<file path="config.mk">
export PLATFORM = sky130hd
export DESIGN_NAME = ttc_thermal_throttle
export DESIGN_NICKNAME = d
export VERILOG_FILES = /design/src/ttc_pkg.sv /design/src/ttc_duty_gate.sv /design/src/ttc_thermal_throttle.sv
export VERILOG_INCLUDE_DIRS = /design/src
export SDC_FILE = /design/constraint.sdc
export NUM_CORES = 1
export LEC_CHECK = 0
export ABC_AREA = 1
export CAP_MARGIN = 15
export CELL_PAD_IN_SITES_DETAIL_PLACEMENT = 1
export CELL_PAD_IN_SITES_GLOBAL_PLACEMENT = 2
export CORE_ASPECT_RATIO = 1.1
export CORE_MARGIN = 2
export CORE_UTILIZATION = 35
export DETAILED_ROUTE_END_ITERATION = 6
export DONT_BUFFER_PORTS = 1
export GPL_TIMING_DRIVEN = 0
export PLACE_DENSITY_LB_ADDON = 0.1
export RECOVER_POWER = 25
export SLEW_MARGIN = 0
export SYNTH_ARGS = -nofsm -noshare
export SYNTH_HDL_FRONTEND = slang
export SYNTH_SLANG_ARGS = --single-unit
</file>
<file path="constraint.sdc">
create_clock -name clk -period 2.6 [get_ports clk]
set_clock_uncertainty 0.1 [all_clocks]
set_input_delay 0.52 -clock clk [delete_from_list [all_inputs] [get_ports clk]]
set_output_delay 0.52 -clock clk [all_outputs]
set_load 0.02 [all_outputs]
</file>
<file path="src/ttc_consts.svh">
`ifndef TTC_CONSTS_SVH
`define TTC_CONSTS_SVH
// Function
// - On-demand bit forces throttling immediately
// - On-demand duty taken from control bits 3:1
// - Duty from one to seven eighths on
// - Automatic throttling fixed at half on
// - Automatic duty overrides on-demand when hot
// - Hot indicator asserted at trip point
// - Snooping and interrupt latching continue while throttled
// - Hot indicator interrupt on chosen edges
// - No new hot assertion in stop-grant
// - Held hot stays until exit and cool
// - Catastrophic temperature shuts down, asserts trip
// - Trip independent of activity, no bus cycle
// - Per-core reading as offset below maximum
// - Reading valid only in normal state
// - Reading at maximum triggers automatic throttling
// - Sustained heat latches out-of-spec, sticky, interrupt
// - Two thresholds raise interrupts when crossed
// - External low on hot pin throttles
// - Any core trip drives shared hot pin
// - Throttle by stopping and starting core clocks
// - Automatic throttling ends with hysteresis

// Register byte offsets
`define TTC_OFF_CTRL    4'h0
`define TTC_OFF_STATUS  4'h4
`define TTC_OFF_THRESH  4'h8
`define TTC_OFF_TEMP    4'hc

// Control register width and register reset values
`define TTC_CTRL_W      10
`define TTC_CTRL_RST    10'h000
`define TTC_THRESH_RST  16'h0000

// Status bit positions
`define TTC_ST_HOT      0
`define TTC_ST_HOTASN   1
`define TTC_ST_HOTDEA   2
`define TTC_ST_OOS      3
`define TTC_ST_OOSLOG   4
`define TTC_ST_THR0     5
`define TTC_ST_THR1     6
`define TTC_ST_THROT    7
`define TTC_ST_TRIP     8
`define TTC_ST_EXTHOT   9

// Timing and thermal constants
`define TTC_CLK_MHZ     100
`define TTC_OOS_TIME_US 100
`define TTC_OOS_CYCLES  (`TTC_OOS_TIME_US * `TTC_CLK_MHZ)
`define TTC_STEP_CYCLES 16
`define TTC_AUTO_DUTY   3'h4
`define TTC_HYST_DEG    7'h02
`define TTC_TEMP_W      7
`define TTC_OE_HOLD     4
`endif

</file>
<file path="src/ttc_pkg.sv">
package ttc_pkg;
	// Control register layout, bit 0 at the bottom
	typedef struct packed {
		logic [1:0] thrIe;
		logic       oosIe;
		logic [1:0] hotEdge;
		logic       onDemand;
		logic [2:0] duty;
		logic       autoEn;
	} ttc_ctrl_t;

	// Source of the active throttle duty
	typedef enum logic [1:0] {
		TTC_THR_OFF,
		TTC_THR_DEMAND,
		TTC_THR_AUTO
	} ttc_mode_t;
endpackage

</file>
<file path="src/ttc_duty_gate.sv">
`include "ttc_consts.svh"
// Core clock gate: period of eight slices, duty slices on
module ttc_duty_gate #(
	parameter int STEP_CYCLES = `TTC_STEP_CYCLES
) (
	input  wire logic       clk,
	input  wire logic       srst,
	input  wire logic       enable,
	input  wire logic [2:0] duty,
	output logic            gateOn_q
);
	localparam int SW = (STEP_CYCLES > 1) ? $clog2(STEP_CYCLES) : 1;
	localparam logic [SW-1:0] STEP_LAST = SW'(STEP_CYCLES - 1);

	logic [SW-1:0] sub_q;
	logic [SW-1:0] sub_d;
	logic [2:0]    slice_q;
	logic [2:0]    slice_d;
	logic [2:0]    dutyHeld_q;
	logic [2:0]    dutyHeld_d;
	logic          gateOn_d;
	logic          run_q;
	wire           subWrap = (sub_q == STEP_LAST);
	wire           periodEnd = subWrap && (slice_q == 3'h7);

	// Duty is latched per period so a rewrite never splits one
	assign sub_d      = (!enable || subWrap) ? '0 : sub_q + SW'(1);
	assign slice_d    = !enable ? 3'h0 : (subWrap ? slice_q + 3'h1 : slice_q);
	// First enabled cycle takes the live duty, never a stale idle value
	assign dutyHeld_d = (!enable || !run_q || periodEnd) ? duty : dutyHeld_q;
	// Clock stops for the slices past the duty, then restarts
	assign gateOn_d   = !enable || (slice_d < dutyHeld_d);

	// Counters and gate flop
	always_ff @(posedge clk) begin
		if (srst) begin
			sub_q      <= '0;
			slice_q    <= 3'h0;
			dutyHeld_q <= 3'h0;
			gateOn_q   <= 1'b1;
			run_q      <= 1'b0;
		end else begin
			run_q      <= enable;
			sub_q      <= sub_d;
			slice_q    <= slice_d;
			dutyHeld_q <= dutyHeld_d;
			gateOn_q   <= gateOn_d;
		end
	end
endmodule

</file>
<file path="src/ttc_thermal_throttle.sv">
`include "ttc_consts.svh"
// Thermal throttle control with Avalon-MM register slave
module ttc_thermal_throttle #(
	parameter int NUM_CORES   = 2,
	parameter int OOS_CYCLES  = `TTC_OOS_CYCLES,
	parameter int STEP_CYCLES = `TTC_STEP_CYCLES
) (
	input  wire logic                            clk,
	input  wire logic                            srst,
	input  wire logic [3:0]                      avsAddress,
	input  wire logic                            avsRead,
	input  wire logic                            avsWrite,
	input  wire logic [31:0]                     avsWritedata,
	input  wire logic [3:0]                      avsByteenable,
	output logic      [31:0]                     avsReaddata,
	output logic                                 avsWaitrequest,
	input  wire logic [NUM_CORES*`TTC_TEMP_W-1:0] coreTempOffset,
	input  wire logic                            pkgNormalState,
	input  wire logic                            stopGrant,
	input  wire logic                            catTempHigh,
	input  wire logic                            hotPinIn,
	output logic                                 hotPinOut,
	output logic                                 hotPinOe,
	output logic                                 catastrophicTripN,
	output logic                                 coreShutdown,
	output logic                                 coreClkEn,
	input  wire logic                            irqIn,
	input  wire logic                            irqAck,
	output logic                                 irqPending,
	output logic      [NUM_CORES-1:0]            thermalIrq
);
	localparam int TW = `TTC_TEMP_W;
	localparam int OW = $clog2(OOS_CYCLES + 1);
	localparam logic [OW-1:0] OOS_LAST = OW'(OOS_CYCLES);

	// ---------------- Register bus slave ----------------
	ttc_pkg::ttc_ctrl_t ctrl_q;
	ttc_pkg::ttc_ctrl_t ctrl_d;
	logic [15:0]        thresh_q;
	logic [15:0]        thresh_d;
	logic [31:0]        rdData_q;
	logic [31:0]        rdData_d;
	logic               wait_q;
	logic               wait_d;

	wire        busReq    = avsRead || avsWrite;
	wire        wrCommit  = avsWrite && !wait_q;
	wire        rdCapture = avsRead && wait_q;
	wire        selCtrl   = (avsAddress == `TTC_OFF_CTRL);
	wire        selStatus = (avsAddress == `TTC_OFF_STATUS);
	wire        selThresh = (avsAddress == `TTC_OFF_THRESH);
	wire        selTemp   = (avsAddress == `TTC_OFF_TEMP);
	wire [31:0] beMask    = {{8{avsByteenable[3]}}, {8{avsByteenable[2]}},
	                         {8{avsByteenable[1]}}, {8{avsByteenable[0]}}};
	wire [31:0] wrBits    = avsWritedata & beMask;
	wire [31:0] ctrlWord  = {22'h000000, ctrl_q};
	wire [31:0] ctrlMerge = (ctrlWord & ~beMask) | wrBits;
	wire [31:0] thrMerge  = ({16'h0000, thresh_q} & ~beMask) | wrBits;

	// One wait cycle per request, released at the accepting edge
	assign wait_d = !(busReq && wait_q);
	assign ctrl_d = (wrCommit && selCtrl) ?
		ttc_pkg::ttc_ctrl_t'(ctrlMerge[`TTC_CTRL_W-1:0]) : ctrl_q;
	assign thresh_d = (wrCommit && selThresh) ? thrMerge[15:0] : thresh_q;
	wire   clrStatus = wrCommit && selStatus;
	wire [31:0] clrBits = clrStatus ? wrBits : 32'h00000000;

	// Software-visible control and thresholds
	always_ff @(posedge clk) begin
		if (srst) begin
			ctrl_q   <= ttc_pkg::ttc_ctrl_t'(`TTC_CTRL_RST);
			thresh_q <= `TTC_THRESH_RST;
		end else begin
			ctrl_q   <= ctrl_d;
			thresh_q <= thresh_d;
		end
	end

	// Handshake state and captured read word
	always_ff @(posedge clk) begin
		if (srst) begin
			wait_q   <= 1'b1;
			rdData_q <= 32'h00000000;
		end else begin
			wait_q   <= wait_d;
			rdData_q <= rdData_d;
		end
	end

	// ---------------- Pin synchronisers ----------------
	logic [2:0] catSync_q;
	logic [2:0] hotSync_q;
	logic       hotLow_q;
	logic       hotLowPrev_q;

	// Three stages; a change counts once stages two and three agree
	always_ff @(posedge clk) begin
		if (srst) begin
			catSync_q <= 3'b000;
			hotSync_q <= 3'b111;
		end else begin
			catSync_q <= {catSync_q[1:0], catTempHigh};
			hotSync_q <= {hotSync_q[1:0], hotPinIn};
		end
	end
	wire catAgree  = catSync_q[1] && catSync_q[2];
	wire hotAgreeL = !hotSync_q[1] && !hotSync_q[2];
	wire hotAgreeH = hotSync_q[1] && hotSync_q[2];
	wire hotLow_d  = hotAgreeL ? 1'b1 : (hotAgreeH ? 1'b0 : hotLow_q);

	// ---------------- Per-core sensor readout ----------------
	logic [NUM_CORES-1:0] atMax;
	logic [NUM_CORES-1:0] belowHyst;
	logic [NUM_CORES-1:0] thr0Above_q;
	logic [NUM_CORES-1:0] thr1Above_q;
	logic [NUM_CORES-1:0] thr0Cross;
	logic [NUM_CORES-1:0] thr1Cross;
	logic [31:0]          tempWord;

	// Offset counts down to maximum, so it can never read above it
	genvar gi;
	generate
		for (gi = 0; gi < NUM_CORES; gi++) begin : gCore
			wire [TW-1:0] offs = coreTempOffset[gi*TW +: TW];
			wire a0 = offs <= thresh_q[TW-1:0];
			wire a1 = offs <= thresh_q[8 +: TW];
			assign atMax[gi]     = (offs == '0);
			assign belowHyst[gi] = (offs < `TTC_HYST_DEG);
			// Crossings only count while the reading is meaningful
			assign thr0Cross[gi] = pkgNormalState && (a0 != thr0Above_q[gi]);
			assign thr1Cross[gi] = pkgNormalState && (a1 != thr1Above_q[gi]);
			if (gi < 4) begin : gWord
				assign tempWord[gi*8 +: 8] = {pkgNormalState, offs};
			end
			always_ff @(posedge clk) begin
				if (srst) begin
					thr0Above_q[gi] <= 1'b0;
					thr1Above_q[gi] <= 1'b0;
				end else if (pkgNormalState) begin
					thr0Above_q[gi] <= a0;
					thr1Above_q[gi] <= a1;
				end
			end
		end
		if (NUM_CORES < 4) begin : gPad
			assign tempWord[31:NUM_CORES*8] = '0;
		end
	endgenerate

	// ---------------- Trip point with hysteresis ----------------
	logic tripped_q;
	logic tripped_d;
	logic hotDrive_q;
	logic hotDrive_d;
	logic [`TTC_OE_HOLD-1:0] oeHist_q;

	// Low-power states hold the last judgement; reading not valid there
	assign tripped_d = !pkgNormalState ? tripped_q :
		((|atMax) || (tripped_q && (|belowHyst)));
	// In stop-grant the pin only keeps what it already had
	assign hotDrive_d = stopGrant ? hotDrive_q : tripped_q;
	// Own drive echoes back through the synchroniser; mask it meanwhile
	wire ownEcho = hotDrive_q || (|oeHist_q);
	wire extHot  = hotLow_q && !ownEcho;

	// ---------------- Mode selection ----------------
	ttc_pkg::ttc_mode_t mode;
	wire        autoHot  = ctrl_q.autoEn && (tripped_q || extHot);
	wire        demandOk = ctrl_q.onDemand && (ctrl_q.duty != 3'h0);
	// Automatic wins over on-demand whenever it is hot
	assign mode = autoHot ? ttc_pkg::TTC_THR_AUTO :
		(demandOk ? ttc_pkg::TTC_THR_DEMAND : ttc_pkg::TTC_THR_OFF);
	wire [2:0]  dutySel = (mode == ttc_pkg::TTC_THR_AUTO) ?
		`TTC_AUTO_DUTY : ctrl_q.duty;
	wire        throttling = (mode != ttc_pkg::TTC_THR_OFF);

	logic gateOn;
	ttc_duty_gate #(
		.STEP_CYCLES (STEP_CYCLES)
	) uGate (
		.clk      (clk),
		.srst     (srst),
		.enable   (throttling),
		.duty     (dutySel),
		.gateOn_q (gateOn)
	);

	// ---------------- Catastrophic trip ----------------
	logic catTrip_q;
	// Pure hardware path: no mode, no software and no bus involvement
	wire catTrip_d = catTrip_q || catAgree;

	// ---------------- Out-of-spec detection ----------------
	logic [OW-1:0] oosCnt_q;
	logic [OW-1:0] oosCnt_d;
	logic          oos_q;
	wire           hotHeld = ctrl_q.autoEn && tripped_q;
	assign oosCnt_d = !hotHeld ? '0 :
		((oosCnt_q == OOS_LAST) ? oosCnt_q : oosCnt_q + OW'(1));
	wire oos_d   = hotHeld && (oosCnt_d == OOS_LAST);
	wire oosRise = oos_d && !oos_q;

	// ---------------- Sticky status ----------------
	logic hotAsnLog_q;
	logic hotDeaLog_q;
	logic oosLog_q;
	logic thr0Log_q;
	logic thr1Log_q;
	wire  hotAsnEv = hotLow_d && !hotLowPrev_q;
	wire  hotDeaEv = !hotLow_d && hotLowPrev_q;
	// Set beats a simultaneous clear so no event is lost
	wire hotAsnLog_d = hotAsnEv || (hotAsnLog_q && !clrBits[`TTC_ST_HOTASN]);
	wire hotDeaLog_d = hotDeaEv || (hotDeaLog_q && !clrBits[`TTC_ST_HOTDEA]);
	wire oosLog_d    = oosRise || (oosLog_q && !clrBits[`TTC_ST_OOSLOG]);
	wire thr0Log_d   = (|thr0Cross) || (thr0Log_q && !clrBits[`TTC_ST_THR0]);
	wire thr1Log_d   = (|thr1Cross) || (thr1Log_q && !clrBits[`TTC_ST_THR1]);

	wire [31:0] statusWord = {22'h000000, extHot, catTrip_q, throttling,
		thr1Log_q, thr0Log_q, oosLog_q, oos_q, hotDeaLog_q, hotAsnLog_q, hotLow_q};

	// Unmapped offsets read as zero but still complete normally
	assign rdData_d = !rdCapture ? rdData_q :
		selCtrl   ? ctrlWord :
		selStatus ? statusWord :
		selThresh ? {16'h0000, thresh_q} :
		selTemp   ? tempWord : 32'h00000000;

	// ---------------- Interrupt requests ----------------
	// Edge choice: 01 assert, 10 deassert, 11 both, 00 none
	wire hotEdgeIrq = (ctrl_q.hotEdge[0] && hotAsnEv) ||
		(ctrl_q.hotEdge[1] && hotDeaEv);
	wire oosIrq = ctrl_q.oosIe && oosRise;
	logic [NUM_CORES-1:0] thermalIrq_d;
	// Each core's local controller hears its own threshold crossings
	assign thermalIrq_d = ({NUM_CORES{ctrl_q.thrIe[0]}} & thr0Cross) |
		({NUM_CORES{ctrl_q.thrIe[1]}} & thr1Cross) |
		{NUM_CORES{hotEdgeIrq || oosIrq}};

	// Incoming requests latch even with the core clock stopped
	wire irqPending_d = irqIn || (irqPending && !(irqAck && gateOn));

	// ---------------- State flops ----------------
	// Filtered pin level and its previous value for edge events
	always_ff @(posedge clk) begin
		if (srst) begin
			hotLow_q     <= 1'b0;
			hotLowPrev_q <= 1'b0;
		end else begin
			hotLow_q     <= hotLow_d;
			hotLowPrev_q <= hotLow_d;
		end
	end

	// Trip judgement, pin drive and the echo mask history
	always_ff @(posedge clk) begin
		if (srst) begin
			tripped_q  <= 1'b0;
			hotDrive_q <= 1'b0;
			oeHist_q   <= '0;
		end else begin
			tripped_q  <= tripped_d;
			hotDrive_q <= hotDrive_d;
			oeHist_q   <= {oeHist_q[`TTC_OE_HOLD-2:0], hotDrive_q};
		end
	end

	// Catastrophic latch; only reset releases it
	always_ff @(posedge clk) begin
		if (srst) begin
			catTrip_q <= 1'b0;
		end else begin
			catTrip_q <= catTrip_d;
		end
	end

	// Sustained-heat counter and out-of-spec level
	always_ff @(posedge clk) begin
		if (srst) begin
			oosCnt_q <= '0;
			oos_q    <= 1'b0;
		end else begin
			oosCnt_q <= oosCnt_d;
			oos_q    <= oos_d;
		end
	end

	// Sticky pin edge logs
	always_ff @(posedge clk) begin
		if (srst) begin
			hotAsnLog_q <= 1'b0;
			hotDeaLog_q <= 1'b0;
		end else begin
			hotAsnLog_q <= hotAsnLog_d;
			hotDeaLog_q <= hotDeaLog_d;
		end
	end

	// Sticky out-of-spec and threshold logs
	always_ff @(posedge clk) begin
		if (srst) begin
			oosLog_q  <= 1'b0;
			thr0Log_q <= 1'b0;
			thr1Log_q <= 1'b0;
		end else begin
			oosLog_q  <= oosLog_d;
			thr0Log_q <= thr0Log_d;
			thr1Log_q <= thr1Log_d;
		end
	end

	// ---------------- Registered outputs ----------------
	// Bus answer straight from flops
	always_ff @(posedge clk) begin
		if (srst) begin
			avsReaddata    <= 32'h00000000;
			avsWaitrequest <= 1'b1;
		end else begin
			avsReaddata    <= rdData_d;
			avsWaitrequest <= wait_d;
		end
	end

	// Open-drain: only ever drives low, enable marks the drive
	always_ff @(posedge clk) begin
		if (srst) begin
			hotPinOut         <= 1'b0;
			hotPinOe          <= 1'b0;
			catastrophicTripN <= 1'b1;
			coreShutdown      <= 1'b0;
		end else begin
			hotPinOut         <= 1'b0;
			hotPinOe          <= hotDrive_d;
			catastrophicTripN <= !catTrip_d;
			coreShutdown      <= catTrip_d;
		end
	end

	// Core side: a trip stops the clocks whatever the gate says
	always_ff @(posedge clk) begin
		if (srst) begin
			coreClkEn  <= 1'b1;
			irqPending <= 1'b0;
			thermalIrq <= '0;
		end else begin
			coreClkEn  <= gateOn && !catTrip_d;
			irqPending <= irqPending_d;
			thermalIrq <= thermalIrq_d;
		end
	end
endmodule

</file>
==> flow_summary.yaml <==
outcome:
  status: "complete, no violations"
power_and_ir_drop:
  switching_share: 0.245
  power.clock.fraction: 0.444
  cell_internal_pwr_mw: 2.46
  p_comb_frac: 0.076
  power_per_cell_area_mw_per_mm2: 564
  leakage_nw: 2.43
  switchingPower_mw: 0.796
  ir_drop_uv: 252
  seq_power_share: 0.480
layout:
  fillers: 1839
  syn2layout_area_growth_pct: 12.0
  multi_input_area_mm2: 0.00268
  drive_gt1_frac: 0.0745
  layout_commonest_cell: "nand2_1"
  nets: 846
  antenna-diode-count: 0
  regArea_mm2: 0.00196
  final_cell_mix: "nand2_1 (137), dfxtp_1 (98), inv_1 (89), nor2_1 (81), o21ai_0 (53)"
timing:
  period_share: 0.877
  slew-limit-headroom: 0.543
  fin_ws_ns: 0.320
  rsz0062_at_grt: "false"
  finalMaxSlewViolations: 0
  min_period_ns: 2.28
  fmax_ghz: 0.439
  timing.hold.ws_ns: 0.160
  finalSetupViolCount: 0
  worst-slew-pin-transition_ns: 0.686
  hold_viol_final: 0
  fin_tns_setup_ns: 0
clock_tree:
  cts_root_buf: "clkbuf_16"
  cts_tree: "built"
  ctsLongestPathBuffers: 2
  path_clk_slew_ns: 0.07
  cts_sinks: 98
  hold_buffers: 0
  post-cts-setup-buffers: 0
  htree_levels: 3
  clk_latency_ns: 0.35
  cts_made_buffers: 9
global_routing:
  grt_max_degree: 16
  grt_pass1_wl_mm: 25.8
  grt_use_total: 0.213
  grt_overflow_total: 0
  grt_pass1_vias: 4923
  grt_antenna_before_repair: 0
die:
  die_y_um: 131
  start_util: 0.358
  core_area_mm2: 0.0144
  die_area_mm2: 0.0157
  row_count: 46
  die_w_um: 120
  io_pins: 105
worst_setup_path:
  path_max_fanout: 6
  crit_top_cell: "nand2_1"
  cp-start-kind: "register"
  ff2ff_setup_slack_ns: 0.32
  cp.required_ns: 2.75
  end_kind: "register"
  criticalPathCategory: "register to register"
  crit_chain: "inv_1, nand4_1, nor3_1, o21ai_2, nand2_2, nand2_1, nand3b_1, o21ai_1, ha_1, nand2_1, inv_1, nand2_1, nand2_1, nand2_1"
  crit_slowest_cell: "dfxtp_1"
  arrival_ns: 2.43
  slowest_delay_ns: 0.38
synthesis:
  synthAdderAreaFrac: 0.0851
  ys_seq_area_frac: 0.381
  synth_mux_area_frac: 0.00437
  ys_types: 37
  synthXorXnorAreaFrac: 0.0102
  synth_compound_area_frac: 0.145
  synth_cells: 720
  synth_simple_gate_area_share: 0.263
  ys_warn_count: 0
  ys_ff_latch: 98
  synth_area_per_cell_um2: 7.15
  syn_area_mm2: 0.00515
  synth_top_family_by_area: "simple AND/OR/NAND/NOR gates"
drt:
  first_pass_iters: 6
  postRouteWirelength_mm: 16.3
  drc: 0
  post_drt_wl_per_cell_um: 17.2
  ant_nets: 0
  initialDrtViolationCount: 129
  dr_total_vias: 4751
  routed_via_density: 5.03
hold_path:
  hold_class: "primary input to register"
placed_design:
  dp_worst_setup_slack_ns: 0.184
  port_buffers: 0
  place.gp.congestion: 0.860
  dpl.hpwl_mm: 13.2
flow_run:
  cap_violations: 0
==> repair_timing <==
action / CTS / global route
gates resized for setup: 0 / 1
hold endpoints to repair: 0 / 0
endpoints found under the setup margin: 0 / 1
==> power by group through the flow <==
stage / Clock (mW) / Combinational [mW] / Sequential (mW)
after global routing: 1.55 / 0.280 / 1.56
after global placement: 0 / 0.239 / 1.60
final: 1.44 / 0.246 / 1.56
after CTS: 1.49 / 0.249 / 1.56
after detailed placement: 0 / 0.247 / 1.60
after floorplan: 0 / 0.185 / 1.59
==> area by class of cell <==
| type | count | area share |
|---|---|---|
| Tap cell | 192 | 0.0417 |
| Clock buffer | 12 | 0.0410 |
| Clock inverter | 4 | 0.0132 |
| Multi-Input combinational cell | 505 | 0.465 |
| Inverter | 96 | 0.0625 |
| Sequential cell | 98 | 0.340 |
| Buffer | 37 | 0.0360 |
==> synth_stat cells (all sizes together) <==
library cell / number / share of area
nand2: 143 / 0.11
dfxtp: 98 / 0.38
inv: 93 / 0.068
nor2: 86 / 0.068
o21ai: 55 / 0.053
a21oi: 50 / 0.049
nand3: 49 / 0.050
ha: 35 / 0.085
buf: 19 / 0.027
clkbuf: 18 / 0.013
nand4: 16 / 0.019
o22ai: 8 / 0.0097
nor3: 7 / 0.0068
a221oi: 5 / 0.0085
a31oi: 5 / 0.0061
xor2: 5 / 0.0085
nand3b: 4 / 0.0058
a211oi: 3 / 0.0044
clkinv: 3 / 0.0022
o31ai: 3 / 0.0044
or2: 3 / 0.0036
mux2: 2 / 0.0044
nor4: 2 / 0.0024
o211ai: 2 / 0.0039
o21a: 2 / 0.0029
a41oi: 1 / 0.0017
conb: 1 / 0.00073
o221ai: 1 / 0.0017
xnor2: 1 / 0.0017
==> final timing paths <==
kind                                    from              to  depth (start not counted)
worst min register to register  hotSync_q[0]    hotSync_q[1]                          1
worst max-delay path                hotPinOe  uGate.gateOn_q                         14
worst max register to register      hotPinOe  uGate.gateOn_q                         14
worst min-delay path               stopGrant        hotPinOe                          1
==> per-layer routing <==
layer  up-vias  routed length (um)  GRT usage
li1       2397                   -          -
met1      2248                6640      0.238
met2        81                8550      0.392
met3        25                 668     0.0482
met4         0                 416     0.0745
met5         -                   0          0
==> per-stage QoR <==
stage,instances,area [um^2],utilization,power [mW]
3_5_place_dp,928,5450,0.379,1.84
6_report,944,5770,0.401,3.25
5_1_grt,944,5770,0.401,3.40
3_3_place_gp,928,5450,0.379,1.83
4_1_cts,944,5760,0.400,3.30
2_1_floorplan,736,5210,-,1.77
==> kinds of logic (layout without fill, tap and decap cells) <==
| group | count (synthesis) | count (layout) |
|---|---|---|
| simple gates | 310 | 310 |
| compound gates | 135 | 135 |
| buf+inv | 133 | 149 |
| flops | 98 | 98 |
| fa+ha+maj | 35 | 35 |
| xor+xnor | 6 | 6 |
| mux | 2 | 2 |
| other cells | 1 | 17 |
==> critical path, delay by kind of cell (launching register included) <==
family | cells | cell delay, ns
AO/OA/AOI/OAI | 2 | 0.24
flip-flops | 1 | 0.38
AND/OR/NAND/NOR | 9 | 0.98
adder cells (fa/ha/maj) | 1 | 0.31
buffers and inverters | 2 | 0.17
No activity file was read; power rests on OpenSTA's default activity.
